<file path="config.mk">
export PLATFORM = sky130hd
export DESIGN_NAME = emps_top
export DESIGN_NICKNAME = d
export VERILOG_FILES = /design/src/hdl/emps_pkg.sv /design/src/hdl/emps_top.sv /design/src/hdl/emps_err_merge.sv
export SDC_FILE = /design/constraint.sdc
export NUM_CORES = 1
export LEC_CHECK = 0
export BUFFER_PORTS_ARGS = -buffer_cell sky130_fd_sc_hd__buf_2
export CORE_AREA = 2 2 211 213
export CTS_BUF_LIST = sky130_fd_sc_hd__clkbuf_4
export DETAILED_ROUTE_END_ITERATION = 16
export DIE_AREA = 0 0 213 215
export GPL_TIMING_DRIVEN = 0
export PLACE_DENSITY = 0.59
export SETUP_SLACK_MARGIN = 0.15
export SLEW_MARGIN = 20
export SYNTH_ARGS = -nofsm -noshare
export SYNTH_HDL_FRONTEND = slang
export SYNTH_SLANG_ARGS = --single-unit
</file>
<file path="constraint.sdc">
create_clock -name ref_clk -period 4.59 [get_ports ref_clk]
set_input_delay 0.459 -clock ref_clk [delete_from_list [all_inputs] [get_ports ref_clk]]
set_output_delay 0.459 -clock ref_clk [all_outputs]
set_load 0.02 [all_outputs]
</file>
<file path="src/hdl/emps_pkg.sv">
// Purpose: Shared constants for the encoder multi-pass status block
// Assumes: One 20 MHz clock, synchronous active-low reset
// Notes: Register offsets are byte addresses as printed (one is unaligned)
package emps_pkg;
   // ------------------------------------------------------------
   // Register map of the second video box
   // ------------------------------------------------------------
   localparam logic [19:0] RC_PARAM_MASK_OFS = 20'h1C900;
   localparam logic [19:0] RC_PARAM_STATUS_OFS = 20'h1C904;
   localparam logic [19:0] FRAME_OUT_BYTES_OFS = 20'h1C908;
   localparam logic [19:0] FRAME_ZPAD_BYTES_OFS = 20'h1C90B;
   localparam logic [19:0] RC_DELTA_QINDEX_OFS = 20'h1C910;
   localparam logic [19:0] RC_DELTA_LF_OFS = 20'h1C914;
   localparam logic [19:0] CUM_QINDEX_SEG01_OFS = 20'h1C918;
   localparam logic [19:0] CUM_QINDEX_SEG23_OFS = 20'h1C91C;
   localparam logic [19:0] CUM_LF_SEG01_OFS = 20'h1C920;
   localparam logic [19:0] CUM_LF_SEG23_OFS = 20'h1C924;
   localparam logic [19:0] RC_CONVERGE_OFS = 20'h1C928;
   localparam logic [31:0] REG_RESET_VAL = 32'h0000_0000;
   // ------------------------------------------------------------
   // Error word layout
   // ------------------------------------------------------------
   localparam int ERR_FLAGS_W = 8;
   localparam int ERR_CONF_BIT = 0;
   localparam int ERR_RANGE_BIT = 1;
   localparam int ERR_INTER_BIT = 2;
   localparam int MB_CONF_LIMIT_BITS = 3200;
   localparam logic [12:0] MB_CONF_LIMIT = 13'd3200;
   // ------------------------------------------------------------
   // Surface format and codecs
   // ------------------------------------------------------------
   localparam logic [4:0] FMT_MONOCHROME = 5'd12;
   localparam logic [1:0] CODEC_AVC = 2'h0;
   localparam logic [1:0] CODEC_VC1 = 2'h1;
   localparam logic [1:0] CODEC_MPEG2 = 2'h2;
   localparam logic [1:0] MODE_ENCODE = 2'h0;
   localparam logic [1:0] MODE_VLD = 2'h1;
   localparam logic [1:0] MODE_IT = 2'h2;
   typedef enum logic [3:0]
   {
      EMPS_IDLE = 4'b0001,
      EMPS_PASS = 4'b0010,
      EMPS_REPORT = 4'b0100,
      EMPS_DONE = 4'b1000
   } emps_state_e;
endpackage

</file>
<file path="src/hdl/emps_top.sv">
// Purpose: Multi-pass encoder status, chroma gating, flush and rate registers
// Assumes: Inputs synchronous to ref_clk; status page write is a strobe
// Notes: Register port is a simple read/write strobe pair
`timescale 1ns/1ps
`default_nettype none
module emps_top
   import emps_pkg::*;
(
   input wire logic ref_clk,
   input wire logic nrst,
   // Picture-level state
   input wire logic pic_state_load,
   input wire logic [ERR_FLAGS_W-1:0] pic_err_mask,
   input wire logic pic_second_pass,
   input wire logic pic_streamout_en,
   input wire logic pic_mb_status_rd_en,
   input wire logic pic_conf_report_en,
   input wire logic [4:0] pic_surface_format,
   input wire logic [1:0] pic_codec,
   input wire logic [1:0] pic_mode,
   input wire logic [31:0] pic_target_min_bits,
   input wire logic [31:0] pic_target_max_bits,
   // Macroblock results
   input wire logic mb_valid,
   input wire logic [12:0] mb_bits,
   input wire logic mb_intra,
   input wire logic mb_inter_conf_flag,
   // Slice and frame events
   input wire logic slice_end,
   input wire logic next_cmd_valid,
   input wire logic next_cmd_is_pic_state,
   input wire logic frame_end,
   input wire logic [31:0] frame_bits,
   input wire logic [31:0] frame_stat_word,
   // Explicit flush command
   input wire logic flush_cmd,
   input wire logic flush_media_sel,
   input wire logic flush_cache_req,
   // Context switch request and bitstream decode activity
   input wire logic ctx_switch_req,
   input wire logic bsd_busy,
   // Rate-control status from the encoder core
   input wire logic [31:0] rc_mask_in,
   input wire logic [31:0] rc_status_in,
   input wire logic [31:0] rc_byte_cnt_in,
   input wire logic [31:0] rc_zpad_cnt_in,
   input wire logic [31:0] rc_dq_in,
   input wire logic [31:0] rc_dlf_in,
   // Register access
   input wire logic reg_wr,
   input wire logic reg_rd,
   input wire logic [19:0] reg_addr,
   input wire logic [31:0] reg_wdata,
   output logic [31:0] reg_rdata,
   output logic reg_rvalid,
   // Status page write
   output logic status_wr,
   output logic [31:0] status_word,
   output logic stats_wr,
   output logic [31:0] stats_word,
   // Pipe controls
   output logic chroma_rd_en,
   output logic chroma_proc_en,
   output logic chroma_wr_en,
   output logic chroma_filt_en,
   output logic chroma_coef_expect,
   output logic streamout_en,
   output logic mb_status_rd_en,
   output logic pipe_flush,
   output logic media_flush,
   output logic gfx_flush,
   output logic cache_flush,
   output logic ctx_switch_ack
);
   // ------------------------------------------------------------
   // Picture state
   // ------------------------------------------------------------
   logic [ERR_FLAGS_W-1:0] mask_ff;
   logic conf_rep_ff;
   logic so_ff;
   logic mbs_ff;
   logic mono_ff;
   logic [1:0] codec_ff;
   logic [1:0] mode_ff;
   logic [31:0] tmin_ff;
   logic [31:0] tmax_ff;

   always_ff @(posedge ref_clk)
   begin
      if (!nrst)
      begin
         mask_ff <= '0;
         conf_rep_ff <= 1'b0;
         so_ff <= 1'b0;
         mbs_ff <= 1'b0;
         mono_ff <= 1'b0;
         codec_ff <= CODEC_AVC;
         mode_ff <= MODE_ENCODE;
         tmin_ff <= REG_RESET_VAL;
         tmax_ff <= REG_RESET_VAL;
      end
      else if (pic_state_load)
      begin
         mask_ff <= pic_err_mask;
         // Second pass forces its own settings whatever the state says
         conf_rep_ff <= pic_conf_report_en && !pic_second_pass;
         so_ff <= pic_streamout_en && !pic_second_pass;
         mbs_ff <= pic_mb_status_rd_en || pic_second_pass;
         mono_ff <= (pic_surface_format == FMT_MONOCHROME);
         codec_ff <= pic_codec;
         mode_ff <= pic_mode;
         tmin_ff <= pic_target_min_bits;
         tmax_ff <= pic_target_max_bits;
      end
   end

   // ------------------------------------------------------------
   // Chroma traffic gating
   // ------------------------------------------------------------
   always_ff @(posedge ref_clk)
   begin
      if (!nrst)
      begin
         chroma_rd_en <= 1'b0;
         chroma_proc_en <= 1'b0;
         chroma_wr_en <= 1'b0;
         chroma_filt_en <= 1'b0;
         chroma_coef_expect <= 1'b0;
         streamout_en <= 1'b0;
         mb_status_rd_en <= 1'b0;
      end
      else
      begin
         chroma_rd_en <= !mono_ff && (mode_ff == MODE_ENCODE);
         chroma_proc_en <= !mono_ff;
         chroma_wr_en <= !mono_ff;
         chroma_filt_en <= !mono_ff && (mode_ff != MODE_IT);
         chroma_coef_expect <= !mono_ff && (mode_ff == MODE_IT);
         streamout_en <= so_ff;
         mb_status_rd_en <= mbs_ff;
      end
   end

   // ------------------------------------------------------------
   // Per-macroblock flags and error word
   // ------------------------------------------------------------
   logic [ERR_FLAGS_W-1:0] mb_flags;
   logic [ERR_FLAGS_W-1:0] err_word;
   logic err_clear;
   logic range_err;

   always_comb
   begin
      mb_flags = '0;
      mb_flags[ERR_CONF_BIT] = conf_rep_ff && mb_intra && (mb_bits > MB_CONF_LIMIT);
      mb_flags[ERR_INTER_BIT] = mb_inter_conf_flag && !mb_intra;
   end

   // Frame range check folds in as one more flag at frame end
   assign range_err = (frame_bits > tmax_ff) || (frame_bits < tmin_ff);

   emps_err_merge u_merge
   (
      .ref_clk(ref_clk),
      .nrst(nrst),
      .clear(err_clear),
      .mb_valid(mb_valid || frame_end),
      .mb_flags(frame_end ? {{(ERR_FLAGS_W-2){1'b0}}, range_err, 1'b0} : mb_flags),
      .mask(mask_ff),
      .err_word(err_word)
   );

   // ------------------------------------------------------------
   // Pass sequencing
   // ------------------------------------------------------------
   emps_state_e state_ff;
   emps_state_e nxt_state;

   always_comb
   begin
      nxt_state = state_ff;
      case (state_ff)
         EMPS_IDLE: if (pic_state_load) nxt_state = EMPS_PASS;
         EMPS_PASS: if (frame_end) nxt_state = EMPS_REPORT;
         EMPS_REPORT: nxt_state = EMPS_DONE;
         EMPS_DONE: nxt_state = EMPS_IDLE;
         default: nxt_state = EMPS_IDLE;
      endcase
   end

   assign err_clear = (state_ff == EMPS_DONE);

   always_ff @(posedge ref_clk)
   begin
      if (!nrst)
         state_ff <= EMPS_IDLE;
      else
         state_ff <= nxt_state;
   end

   // Error word lands two cycles after frame end, once the range flag is in
   always_ff @(posedge ref_clk)
   begin
      if (!nrst)
      begin
         status_wr <= 1'b0;
         status_word <= REG_RESET_VAL;
      end
      else
      begin
         status_wr <= (state_ff == EMPS_REPORT);
         if (state_ff == EMPS_REPORT)
            status_word <= {{(32-ERR_FLAGS_W){1'b0}}, err_word};
      end
   end

   // Each pass rewrites the same statistics slot, so the last pass wins
   always_ff @(posedge ref_clk)
   begin
      if (!nrst)
      begin
         stats_wr <= 1'b0;
         stats_word <= REG_RESET_VAL;
      end
      else
      begin
         stats_wr <= frame_end;
         if (frame_end)
            stats_word <= frame_stat_word;
      end
   end

   // ------------------------------------------------------------
   // Pipeline flush
   // ------------------------------------------------------------
   logic slice_flush;
   logic mpeg2_flush;

   assign slice_flush = slice_end && (codec_ff == CODEC_AVC || codec_ff == CODEC_VC1);
   assign mpeg2_flush = (codec_ff == CODEC_MPEG2) && next_cmd_valid
      && next_cmd_is_pic_state;

   always_ff @(posedge ref_clk)
   begin
      if (!nrst)
      begin
         pipe_flush <= 1'b0;
         media_flush <= 1'b0;
         gfx_flush <= 1'b0;
         cache_flush <= 1'b0;
      end
      else
      begin
         pipe_flush <= slice_flush || mpeg2_flush || flush_cmd;
         media_flush <= flush_cmd && flush_media_sel;
         gfx_flush <= flush_cmd && !flush_media_sel;
         cache_flush <= flush_cmd && flush_cache_req;
      end
   end

   // ------------------------------------------------------------
   // Context switch
   // ------------------------------------------------------------
   logic ctx_pend_ff;

   always_ff @(posedge ref_clk)
   begin
      if (!nrst)
      begin
         ctx_pend_ff <= 1'b0;
         ctx_switch_ack <= 1'b0;
      end
      else
      begin
         // Acknowledge only between pictures and never during bitstream decode
         ctx_switch_ack <= 1'b0;
         if (ctx_pend_ff && (state_ff == EMPS_IDLE) && !bsd_busy)
         begin
            ctx_switch_ack <= 1'b1;
            ctx_pend_ff <= 1'b0;
         end
         else if (ctx_switch_req)
            ctx_pend_ff <= 1'b1;
      end
   end

   // ------------------------------------------------------------
   // Rate-control registers
   // ------------------------------------------------------------
   logic [31:0] cum_dq01_ff;
   logic [31:0] cum_dq23_ff;
   logic [31:0] cum_lf01_ff;
   logic [31:0] cum_lf23_ff;
   logic [31:0] conv_ff;

   always_ff @(posedge ref_clk)
   begin
      if (!nrst)
      begin
         cum_dq01_ff <= REG_RESET_VAL;
         cum_dq23_ff <= REG_RESET_VAL;
         cum_lf01_ff <= REG_RESET_VAL;
         cum_lf23_ff <= REG_RESET_VAL;
         conv_ff <= REG_RESET_VAL;
      end
      else if (reg_wr)
      begin
         case (reg_addr)
            CUM_QINDEX_SEG01_OFS: cum_dq01_ff <= reg_wdata;
            CUM_QINDEX_SEG23_OFS: cum_dq23_ff <= reg_wdata;
            CUM_LF_SEG01_OFS: cum_lf01_ff <= reg_wdata;
            CUM_LF_SEG23_OFS: cum_lf23_ff <= reg_wdata;
            RC_CONVERGE_OFS: conv_ff <= reg_wdata;
            default: ;
         endcase
      end
   end

   logic [31:0] nxt_rdata;

   always_comb
   begin
      case (reg_addr)
         RC_PARAM_MASK_OFS: nxt_rdata = rc_mask_in;
         RC_PARAM_STATUS_OFS: nxt_rdata = rc_status_in;
         FRAME_OUT_BYTES_OFS: nxt_rdata = rc_byte_cnt_in;
         FRAME_ZPAD_BYTES_OFS: nxt_rdata = rc_zpad_cnt_in;
         RC_DELTA_QINDEX_OFS: nxt_rdata = rc_dq_in;
         RC_DELTA_LF_OFS: nxt_rdata = rc_dlf_in;
         CUM_QINDEX_SEG01_OFS: nxt_rdata = cum_dq01_ff;
         CUM_QINDEX_SEG23_OFS: nxt_rdata = cum_dq23_ff;
         CUM_LF_SEG01_OFS: nxt_rdata = cum_lf01_ff;
         CUM_LF_SEG23_OFS: nxt_rdata = cum_lf23_ff;
         RC_CONVERGE_OFS: nxt_rdata = conv_ff;
         // Holes read as zero
         default: nxt_rdata = REG_RESET_VAL;
      endcase
   end

   always_ff @(posedge ref_clk)
   begin
      if (!nrst)
      begin
         reg_rdata <= REG_RESET_VAL;
         reg_rvalid <= 1'b0;
      end
      else
      begin
         reg_rvalid <= reg_rd;
         if (reg_rd)
            reg_rdata <= nxt_rdata;
      end
   end
endmodule // emps_top
`default_nettype wire

</file>
<file path="src/hdl/emps_err_merge.sv">
// Purpose: Folds per-macroblock conformance flags into the sticky error word
// Assumes: Flags valid when mb_valid is high
// Notes: One generate loop over the eight flag positions
`timescale 1ns/1ps
`default_nettype none
module emps_err_merge
   import emps_pkg::*;
(
   input wire logic ref_clk,
   input wire logic nrst,
   input wire logic clear,
   input wire logic mb_valid,
   input wire logic [ERR_FLAGS_W-1:0] mb_flags,
   input wire logic [ERR_FLAGS_W-1:0] mask,
   output logic [ERR_FLAGS_W-1:0] err_word
);
   genvar gi;
   generate
      for (gi = 0; gi < ERR_FLAGS_W; gi++)
      begin : g_flag
         logic flag_ff;
         always_ff @(posedge ref_clk)
         begin
            if (!nrst)
               flag_ff <= 1'b0;
            else if (mb_valid && mb_flags[gi] && mask[gi])
               flag_ff <= 1'b1;
            else if (clear)
               flag_ff <= 1'b0;
         end
         assign err_word[gi] = flag_ff;
      end
   endgenerate
endmodule // emps_err_merge
`default_nettype wire

</file>
# Word level (Yosys, flattened, before mapping)
# Cells that the tools add are included.
totals:
  out_inout_bits: 111
  register_bits: 339
classes:
  n_lt_le_gt_ge: 3
  n_eq_ne: 22
  n_mux: 15
  bitwise: 1
  n_reduce_logical: 60
op_table:
  columns: ["cell", "n"]
  rows:
  - ["32-bit case mux with 11 select lines", 1]
  - ["20-bit by 17-bit equality test with 1-bit output (second input constant)", 11]
  - ["32-bit > comparator", 1]
  - ["32-bit < comparator", 1]
  - ["1-bit logical AND", 27]
  - ["2-bit nonzero test", 8]
  - ["13-bit by 12-bit > comparator with 1-bit output (second input constant)", 1]
  - ["4-bit case mux with 3 select lines", 1]
  - ["2-bit AND reduction", 6]
  - ["1-bit 2-to-1 mux", 10]
  - ["4-bit 2-to-1 mux", 2]
  - ["1-bit logical OR", 6]
  - ["2-bit inequality test (second input constant)", 3]
  - ["5-bit by 4-bit equality test with 1-bit output (second input constant)", 1]
  - ["1-bit logical AND (second input constant)", 5]
  - ["1-bit zero test", 5]
  - ["2-bit equality test (second input constant)", 2]
  - ["4-bit by 1-bit equality test with 1-bit output (second input constant)", 1]
  - ["4-bit by 2-bit equality test with 1-bit output (second input constant)", 1]
  - ["4-bit by 3-bit equality test with 1-bit output (second input constant)", 1]
  - ["4-bit equality test (second input constant)", 1]
  - ["2-bit zero test", 2]
  - ["3-bit 2-to-1 mux", 1]
  - ["2-bit by 1-bit equality test with 1-bit output (second input constant)", 1]
  - ["2 further kinds", 2]

# Logic depth before layout (Yosys ltp)
# Gate-level depths: netlist of the first run.
logic_depth:
  depth_word: 6
  ltp_mapped: 10
  depth_no_buf: 8

# Cells and area by module
# From an unflattened synthesis of the first run, not the netlist that was laid out.
hier_totals:
  cells_unflattened: 1992
  hier_area_um2: 17090.1
by_module_without_submodules:
  columns: ["mod", "area_each_um2", "n_inst", "cells_each"]
  rows:
  - ["emps_top", 16711.0, 1, 1950]
  - ["emps_err_merge", 379.1, 1, 42]

# Least setup slack after synthesis of the first run
# OpenSTA, ideal clock, no wires.
synth_path:
  kind: "input to register"
  start: "input port reg_addr[17]"
  end: "register reg_rdata[7]"
  arrival_time_ps: 2134
  required_ps: 4516
  cell_stages: 7
  n_path_buf: 1
  slack_ps: 2382
  setup_ps: 74
  cell_sequence: "nor4b_4 nand4_4 nor4_4 buf_2 a22oi_1 and3_1 a31oi_1"
synth_via:
  elab_chain_len: 2
  elab_cells_between_ends: 12
synth_lines:
  columns: ["item", "line_no", "text"]
  rows:
  - ["start: declaration", "emps_top.sv:52", "input wire logic [19:0] reg_addr,"]
  - ["20-bit by 17-bit equality test with 1-bit output", "emps_top.sv:323", "case (reg_addr)"]
  - ["32-bit case mux with 11 select lines (*)", "emps_top.sv:323", null]
  - ["end signal: assignment", "emps_top.sv:351", "reg_rdata <= nxt_rdata;"]
  - ["end: declaration", "emps_top.sv:54", "output logic [31:0] reg_rdata,"]
# Every way passes the cells marked *; elsewhere a longest branch is shown, timed or not.
# A chain may end at the register's enable or synchronous reset.

# Worst setup path after layout of the first run
layout_path:
  start: "input port reg_addr[4]"
  end: "register reg_rdata[2]"
# Same word-level chain as after synthesis.

==> flow_metrics.env, run 1 <==
export IMPL_outcome="finished clean"
export IMPL_drive_gt1_share_pct=26.4
export IMPL_peakVddDrop_mv=0.213
export IMPL_drtIter0Drc=1919
export IMPL_arrival_ns=4.54
export IMPL_multiInputGateArea_mm2=0.00876
export IMPL_power_density_mw_per_mm2=284
export IMPL_gp_congestion=0.963
export IMPL_gr_usage_all_layers_pct=33.1
export IMPL_stdcell_count=3349
export IMPL_place_hpwl_um=56700
export IMPL_tightest_slew_ns=1.21
export IMPL_power_leakage_nw=9.50
export IMPL_die_h_um=215
export IMPL_synth_top_cell_area_share_pct=40.1
export IMPL_cts_resized=0
export IMPL_netlist_area_mm2=0.0162
export IMPL_syn_avg_cell_area_um2=8.76
export IMPL_syn_instance_count=1846
export IMPL_ys_seq_elements=324
export IMPL_die_area_mm2=0.0458
export IMPL_seq_area_frac_synth_pct=40.1
export IMPL_final_common_cell="buf_2"
export IMPL_fin_crit_sh_pct=82.6
export IMPL_start_util_pct=37.0
export IMPL_critPathLaunchType="primary input"
export IMPL_numPortBuffers=494
export IMPL_grt_pass1_wl_um=112000
export IMPL_finalCriticalPeriod_ns=3.79
export IMPL_holdWs_ns=0.0263
export IMPL_cp_required_ns=5.34
export IMPL_crit_type="in2reg"
export IMPL_tns_ns=0
export IMPL_crit_slowest_cell="clkbuf_1"
export IMPL_cap_violations=0
export IMPL_clock_latency_ns=0.90
export IMPL_grt_pass1_vias=18100
export IMPL_vias=18200
export IMPL_layout_common_cells="522 x buf_2, 367 x nand2_1, 324 x dfxtp_1"
export IMPL_dr_pass1_iters=8
export IMPL_ioPinCount=534
export IMPL_dp_cells=2962
export IMPL_max_stage_delay_ns=0.68
export IMPL_timing_reg2reg_setup_slack_ns=1.82
export IMPL_timing_fmax_mhz=264
export IMPL_fill_cells=4166
export IMPL_synth_flop_cell="dfxtp_1"
export IMPL_cts_tree="built"
export IMPL_synth_warnings=0
export IMPL_cp_max_fo=10
export IMPL_postCtsHoldBufs=223
export IMPL_fin_util_pct=52.4
export IMPL_hold_violations=0
export IMPL_drcViolationCount=0
export IMPL_synth_area_top_cells="dfxtp_1 40%, nand2_1 8.5%, a21boi_0 7.6%, mux2i_1 7.3%, ha_1 4.9%"
export IMPL_clock_skew_ns=0.0722
export IMPL_die_x_um=213
export IMPL_hp_class="in2reg"
export IMPL_nNetsFinal=3172
export IMPL_grt_antenna_before_repair=19
export IMPL_clkSlewWorstSetupHoldPaths_ns=0.08
export IMPL_drv_slew=0
export IMPL_fp_row_count=77
export IMPL_cts_sinks=324
export IMPL_area_growth_syn_to_layout_pct=41.5
export IMPL_core_area_mm2=0.0436
export IMPL_end_kind="flop"
export IMPL_antenna_left=0
export IMPL_grt_max_degree=13
export IMPL_synthArstFlopShare_pct=0
export IMPL_post_drt_wl_per_cell_um=23.3
export IMPL_cp_cell_sequence="buf_2 -> clkbuf_1 -> nor2b_1 -> clkbuf_1 -> nand2_1 -> clkbuf_1 -> o22ai_1 -> a22o_1 -> a221oi_1 -> dlygate4sd3_1 -> a31oi_1 -> dlygate4sd3_1"
export IMPL_rsz0062_at_grt="no"
export IMPL_h_tree_depth=3
export IMPL_worst_path_most_repeated_cell="clkbuf_1"
export IMPL_cp_num_buf_inv=6
export IMPL_viasPerCell=5.44
export IMPL_clock_path_buffers=3
export IMPL_setup_viol=0
export IMPL_wl_um=77900
export IMPL_synth_top_area_cell="dfxtp_1"
export IMPL_postCtsSetupRepairBufs=0
export IMPL_grt_overflow_total=0
export IMPL_clockRootBuffer="clkbuf_4"
export IMPL_slew_headroom_pct=19.6
export IMPL_netlist_cell_type_count=65
export IMPL_seq_area_mm2=0.00649
export IMPL_synth_edf_count=0
export IMPL_numCtsBuffers=91
export IMPL_cp_top_family="buffers and inverters"
-- worst min-delay path, stage by stage --
cell and delay [ns]:
buf_2 0.09, a22oi_1 0.07, nand2_1 0.09, o221a_2 0.18
-- cell type report --
class	instances	area share [%]
multi-input combinational	1318	38.3
sequential	324	28.4
timing repair buffer	719	20.6
clock buffer	130	4.27
buffer	161	3.39
tap	592	3.24
inverter	71	1.17
clock inverter	19	0.449
antenna	15	0.164
-- synthesized netlist by cell type, drive strengths merged (5+ instances only) --
library cell / instances
a222oi: 51
a2111oi: 5
a21boi: 164
mux2i: 118
nor4: 17
or4: 6
a31oi: 15
a221oi: 15
nand4: 15
buf: 70
nand2: 367
inv: 71
o21ai: 50
o22ai: 7
dfxtp: 324
nor2b: 113
nor2: 29
a21oi: 49
a22oi: 54
a22o: 7
ha: 63
mux2: 11
and2: 12
and4b: 7
and4: 5
and3: 21
nand2b: 9
clkbuf: 91
nor3: 15
nand3: 16
-- stage by stage --
stage,setup slack [ns],cell area [µm²],power (mW)
floorplan,2.38,16300,3.37
global placement,0.0901,19500,3.75
detailed placement,0.779,19500,3.76
CTS,1.03,22800,6.49
finish,0.800,22900,6.49
global route,0.794,22900,6.75
-- power breakdown --
group | internal (mW) | switching [mW]
Sequential | 2.88 | 0.0340
Combinational | 0.452 | 0.491
Clock | 1.34 | 1.29
Total | 4.67 | 1.82
-- final timing paths --
path,cells past startpoint,endpoint,start
worst max-delay path,12,reg_rdata[2]$_SDFFE_PN0P_,reg_addr[4]
worst max register to register,8,reg_rdata[23]$_SDFFE_PN0P_,cum_dq23_ff[23]$_SDFFE_PN0P_
worst min-delay path,4,reg_rdata[6]$_SDFFE_PN0P_,rc_mask_in[6]
worst min register to register,1,mb_status_rd_en$_SDFF_PN0_,mbs_ff$_SDFFE_PN0P_
-- registers in the layout, indices dropped and copies added (netlist names), 2 cells and up --
signal	cells
codec_ff	2
conv_ff	32
cum_dq01_ff	32
cum_dq23_ff	32
cum_lf01_ff	32
cum_lf23_ff	32
mask_ff	3
mode_ff	2
reg_rdata	32
state_ff	4
stats_word	32
status_word	3
tmax_ff	32
tmin_ff	32
u_merge.g_flag.flag_ff	3
-- logic make-up after synthesis --
kind of cell	share of synthesized area (%)
other cells	0.0232
simple gates	20.0
flops	40.1
mux	8.21
compound gates	20.4
buf+inv	6.44
fa+ha+maj	4.88
-- per-layer routing --
layer	GRT usage [%]	vias up	part of all wire [%]
met5	0	-	0.10
met4	17.1	12	5.1
met3	10.8	274	12
met2	52.0	1134	45
met1	40.0	8558	38
li1	-	8232	-
Note: power is estimated with default switching activity, not from simulation.
==> run 2: changes to the inputs <==
CORE_AREA = 2 2 206 208   (was 2 2 211 213)
DIE_AREA = 0 0 208 210   (was 0 0 213 215)
PLACE_DENSITY = 0.61   (was 0.59)
clock period = 3.5 ns   (was 4.59 ns; I/O delays follow)
==> flow_metrics.env, run 2 (same netlist as run 1, synthesis figures left out) <==
export IMPL_multiInputGateArea_mm2=0.00877
export IMPL_setup_viol=1
export IMPL_drtIter0Drc=2026
export IMPL_holdWs_ns=0.0562
export IMPL_cts_sinks=324
export IMPL_ioPinCount=534
export IMPL_crit_end="reg_rdata[18]$_SDFFE_PN0P_"
export IMPL_cap_violations=0
export IMPL_numPortBuffers=494
export IMPL_stdcell_count=3352
export IMPL_place_ws_ns=-0.189
export IMPL_slew_headroom_pct=22.1
export IMPL_fin_ws_ns=-0.0453
export IMPL_gr_usage_all_layers_pct=34.5
export IMPL_timing_reg2reg_setup_slack_ns=0.77
export IMPL_hold_violations=0
export IMPL_seq_area_mm2=0.00649
export IMPL_numCtsBuffers=91
export IMPL_start_util_pct=39.0
export IMPL_critPathLaunchType="primary input"
export IMPL_dr_pass1_iters=8
export IMPL_die_h_um=210
export IMPL_post_drt_wl_per_cell_um=23.3
export IMPL_clock_path_buffers=3
export IMPL_arrival_ns=4.27
export IMPL_die_x_um=208
export IMPL_place_hpwl_um=55100
export IMPL_grt_pass1_wl_um=113000
export IMPL_final_common_cell="buf_2"
export IMPL_grt_antenna_before_repair=11
export IMPL_drv_slew=0
export IMPL_peakVddDrop_mv=0.199
export IMPL_power_mw=8.86
export IMPL_fp_row_count=75
export IMPL_grt_pass1_vias=18500
export IMPL_clock_latency_ns=0.81
export IMPL_fin_crit_sh_pct=101
export IMPL_end_kind="flop"
export IMPL_antenna_left=0
export IMPL_drive_gt1_share_pct=26.6
export IMPL_outcome="finished with violations"
export IMPL_r2r_end="reg_rdata[23]$_SDFFE_PN0P_"
export IMPL_cp_required_ns=4.23
export IMPL_nNetsFinal=3214
export IMPL_core_area_mm2=0.0415
export IMPL_tightest_slew_ns=1.16
export IMPL_die_area_mm2=0.0437
export IMPL_grt_overflow_total=0
export IMPL_vias=18300
export IMPL_clock_skew_ns=0.0908
export IMPL_wl_um=78300
export IMPL_finalCriticalPeriod_ns=3.55
export IMPL_h_tree_depth=3
export IMPL_clockRootBuffer="clkbuf_4"
export IMPL_fill_cells=3856
export IMPL_area_growth_syn_to_layout_pct=44.5
export IMPL_power_density_mw_per_mm2=379
export IMPL_cts_tree="built"
export IMPL_crit_type="in2reg"
export IMPL_rr_startpoint="cum_dq01_ff[23]$_SDFFE_PN0P_"
export IMPL_power_leakage_nw=9.74
export IMPL_tns_ns=-0.0453
export IMPL_grt_max_degree=13
export IMPL_startpoint="reg_addr[5]"
export IMPL_layout_common_cells="521 x buf_2, 367 x nand2_1, 324 x dfxtp_1"
export IMPL_hp_class="in2reg"
export IMPL_violations="setup timing"
export IMPL_clkSlewWorstSetupHoldPaths_ns=0.07
export IMPL_timing_fmax_mhz=282
export IMPL_gp_congestion=0.947
export IMPL_cp_max_fo=10
export IMPL_dp_cells=2909
export IMPL_rsz0062_at_grt="yes"
export IMPL_drcViolationCount=0
export IMPL_viasPerCell=5.47
export IMPL_reg2reg_depth=8
run 2: metal layers:
metal | part of all wire, % | vias to the layer above | track usage (%)
met5 | 0.066 | - | 0
met4 | 5.5 | 8 | 18.8
met3 | 12 | 293 | 10.6
met2 | 45 | 1218 | 55.7
met1 | 38 | 8482 | 41.1
li1 | - | 8336 | -
run 2: layout make-up:
type	instances	share of cell area (%)
Multi-Input combinational cell	1318	37.5
Sequential cell	324	27.8
Timing Repair Buffer	761	21.9
Clock buffer	136	4.37
Buffer	161	3.37
Tap cell	539	2.89
Inverter	71	1.14
Clock inverter	30	0.862
Antenna cell	12	0.129
run 2: worst max-delay path, cell delays in order:
cell	delay, ns
clkbuf_1	0.24
nor2b_1	0.17
clkbuf_1	0.65
nand2_1	0.27
nor3_4	0.54
buf_2	0.57
buf_2	0.47
a222oi_1	0.19
dlygate4sd3_1	0.63
a31oi_1	0.19
run 2: worst min path at each step:
stage                            startpoint                    endpoint  slack (ns)  cells past startpoint
floorplan           mode_ff[0]$_SDFFE_PN0P_     chroma_rd_en$_SDFF_PN0_        0.42                      1
global placement        mbs_ff$_SDFFE_PN0P_  mb_status_rd_en$_SDFF_PN0_        0.44                      1
detailed placement      mbs_ff$_SDFFE_PN0P_  mb_status_rd_en$_SDFF_PN0_        0.44                      1
CTS                        rc_status_in[11]  reg_rdata[11]$_SDFFE_PN0P_      0.0001                      4
global route              rc_zpad_cnt_in[6]   reg_rdata[6]$_SDFFE_PN0P_        0.03                      4
finish                    rc_zpad_cnt_in[6]   reg_rdata[6]$_SDFFE_PN0P_        0.06                      4
run 2: stage by stage:
stage / cell area, µm² / utilization [%]
after floorplan: 16300 / -
after global placement: 19400 / 46.8
after detailed placement: 19500 / 46.9
after CTS: 23300 / 56.1
after global routing: 23300 / 56.3
final: 23400 / 56.3
run 2: what timing repair did:
item                                   in CTS  in global routing
hold buffers                              258                  0
endpoints found under the hold margin     307                  0
setup endpoints to repair                   0                  7
resized for setup                           0                 13
setup buffers                               0                  7
run 2: report_power, final:
group | switching (mW) | leakage, nW | total (mW) | internal, mW
clock network | 1.78 | 0.723 | 3.78 | 2.00
logic | 0.650 | 6.39 | 1.26 | 0.614
registers | 0.0451 | 2.63 | 3.82 | 3.77
total | 2.48 | 9.74 | 8.86 | 6.38
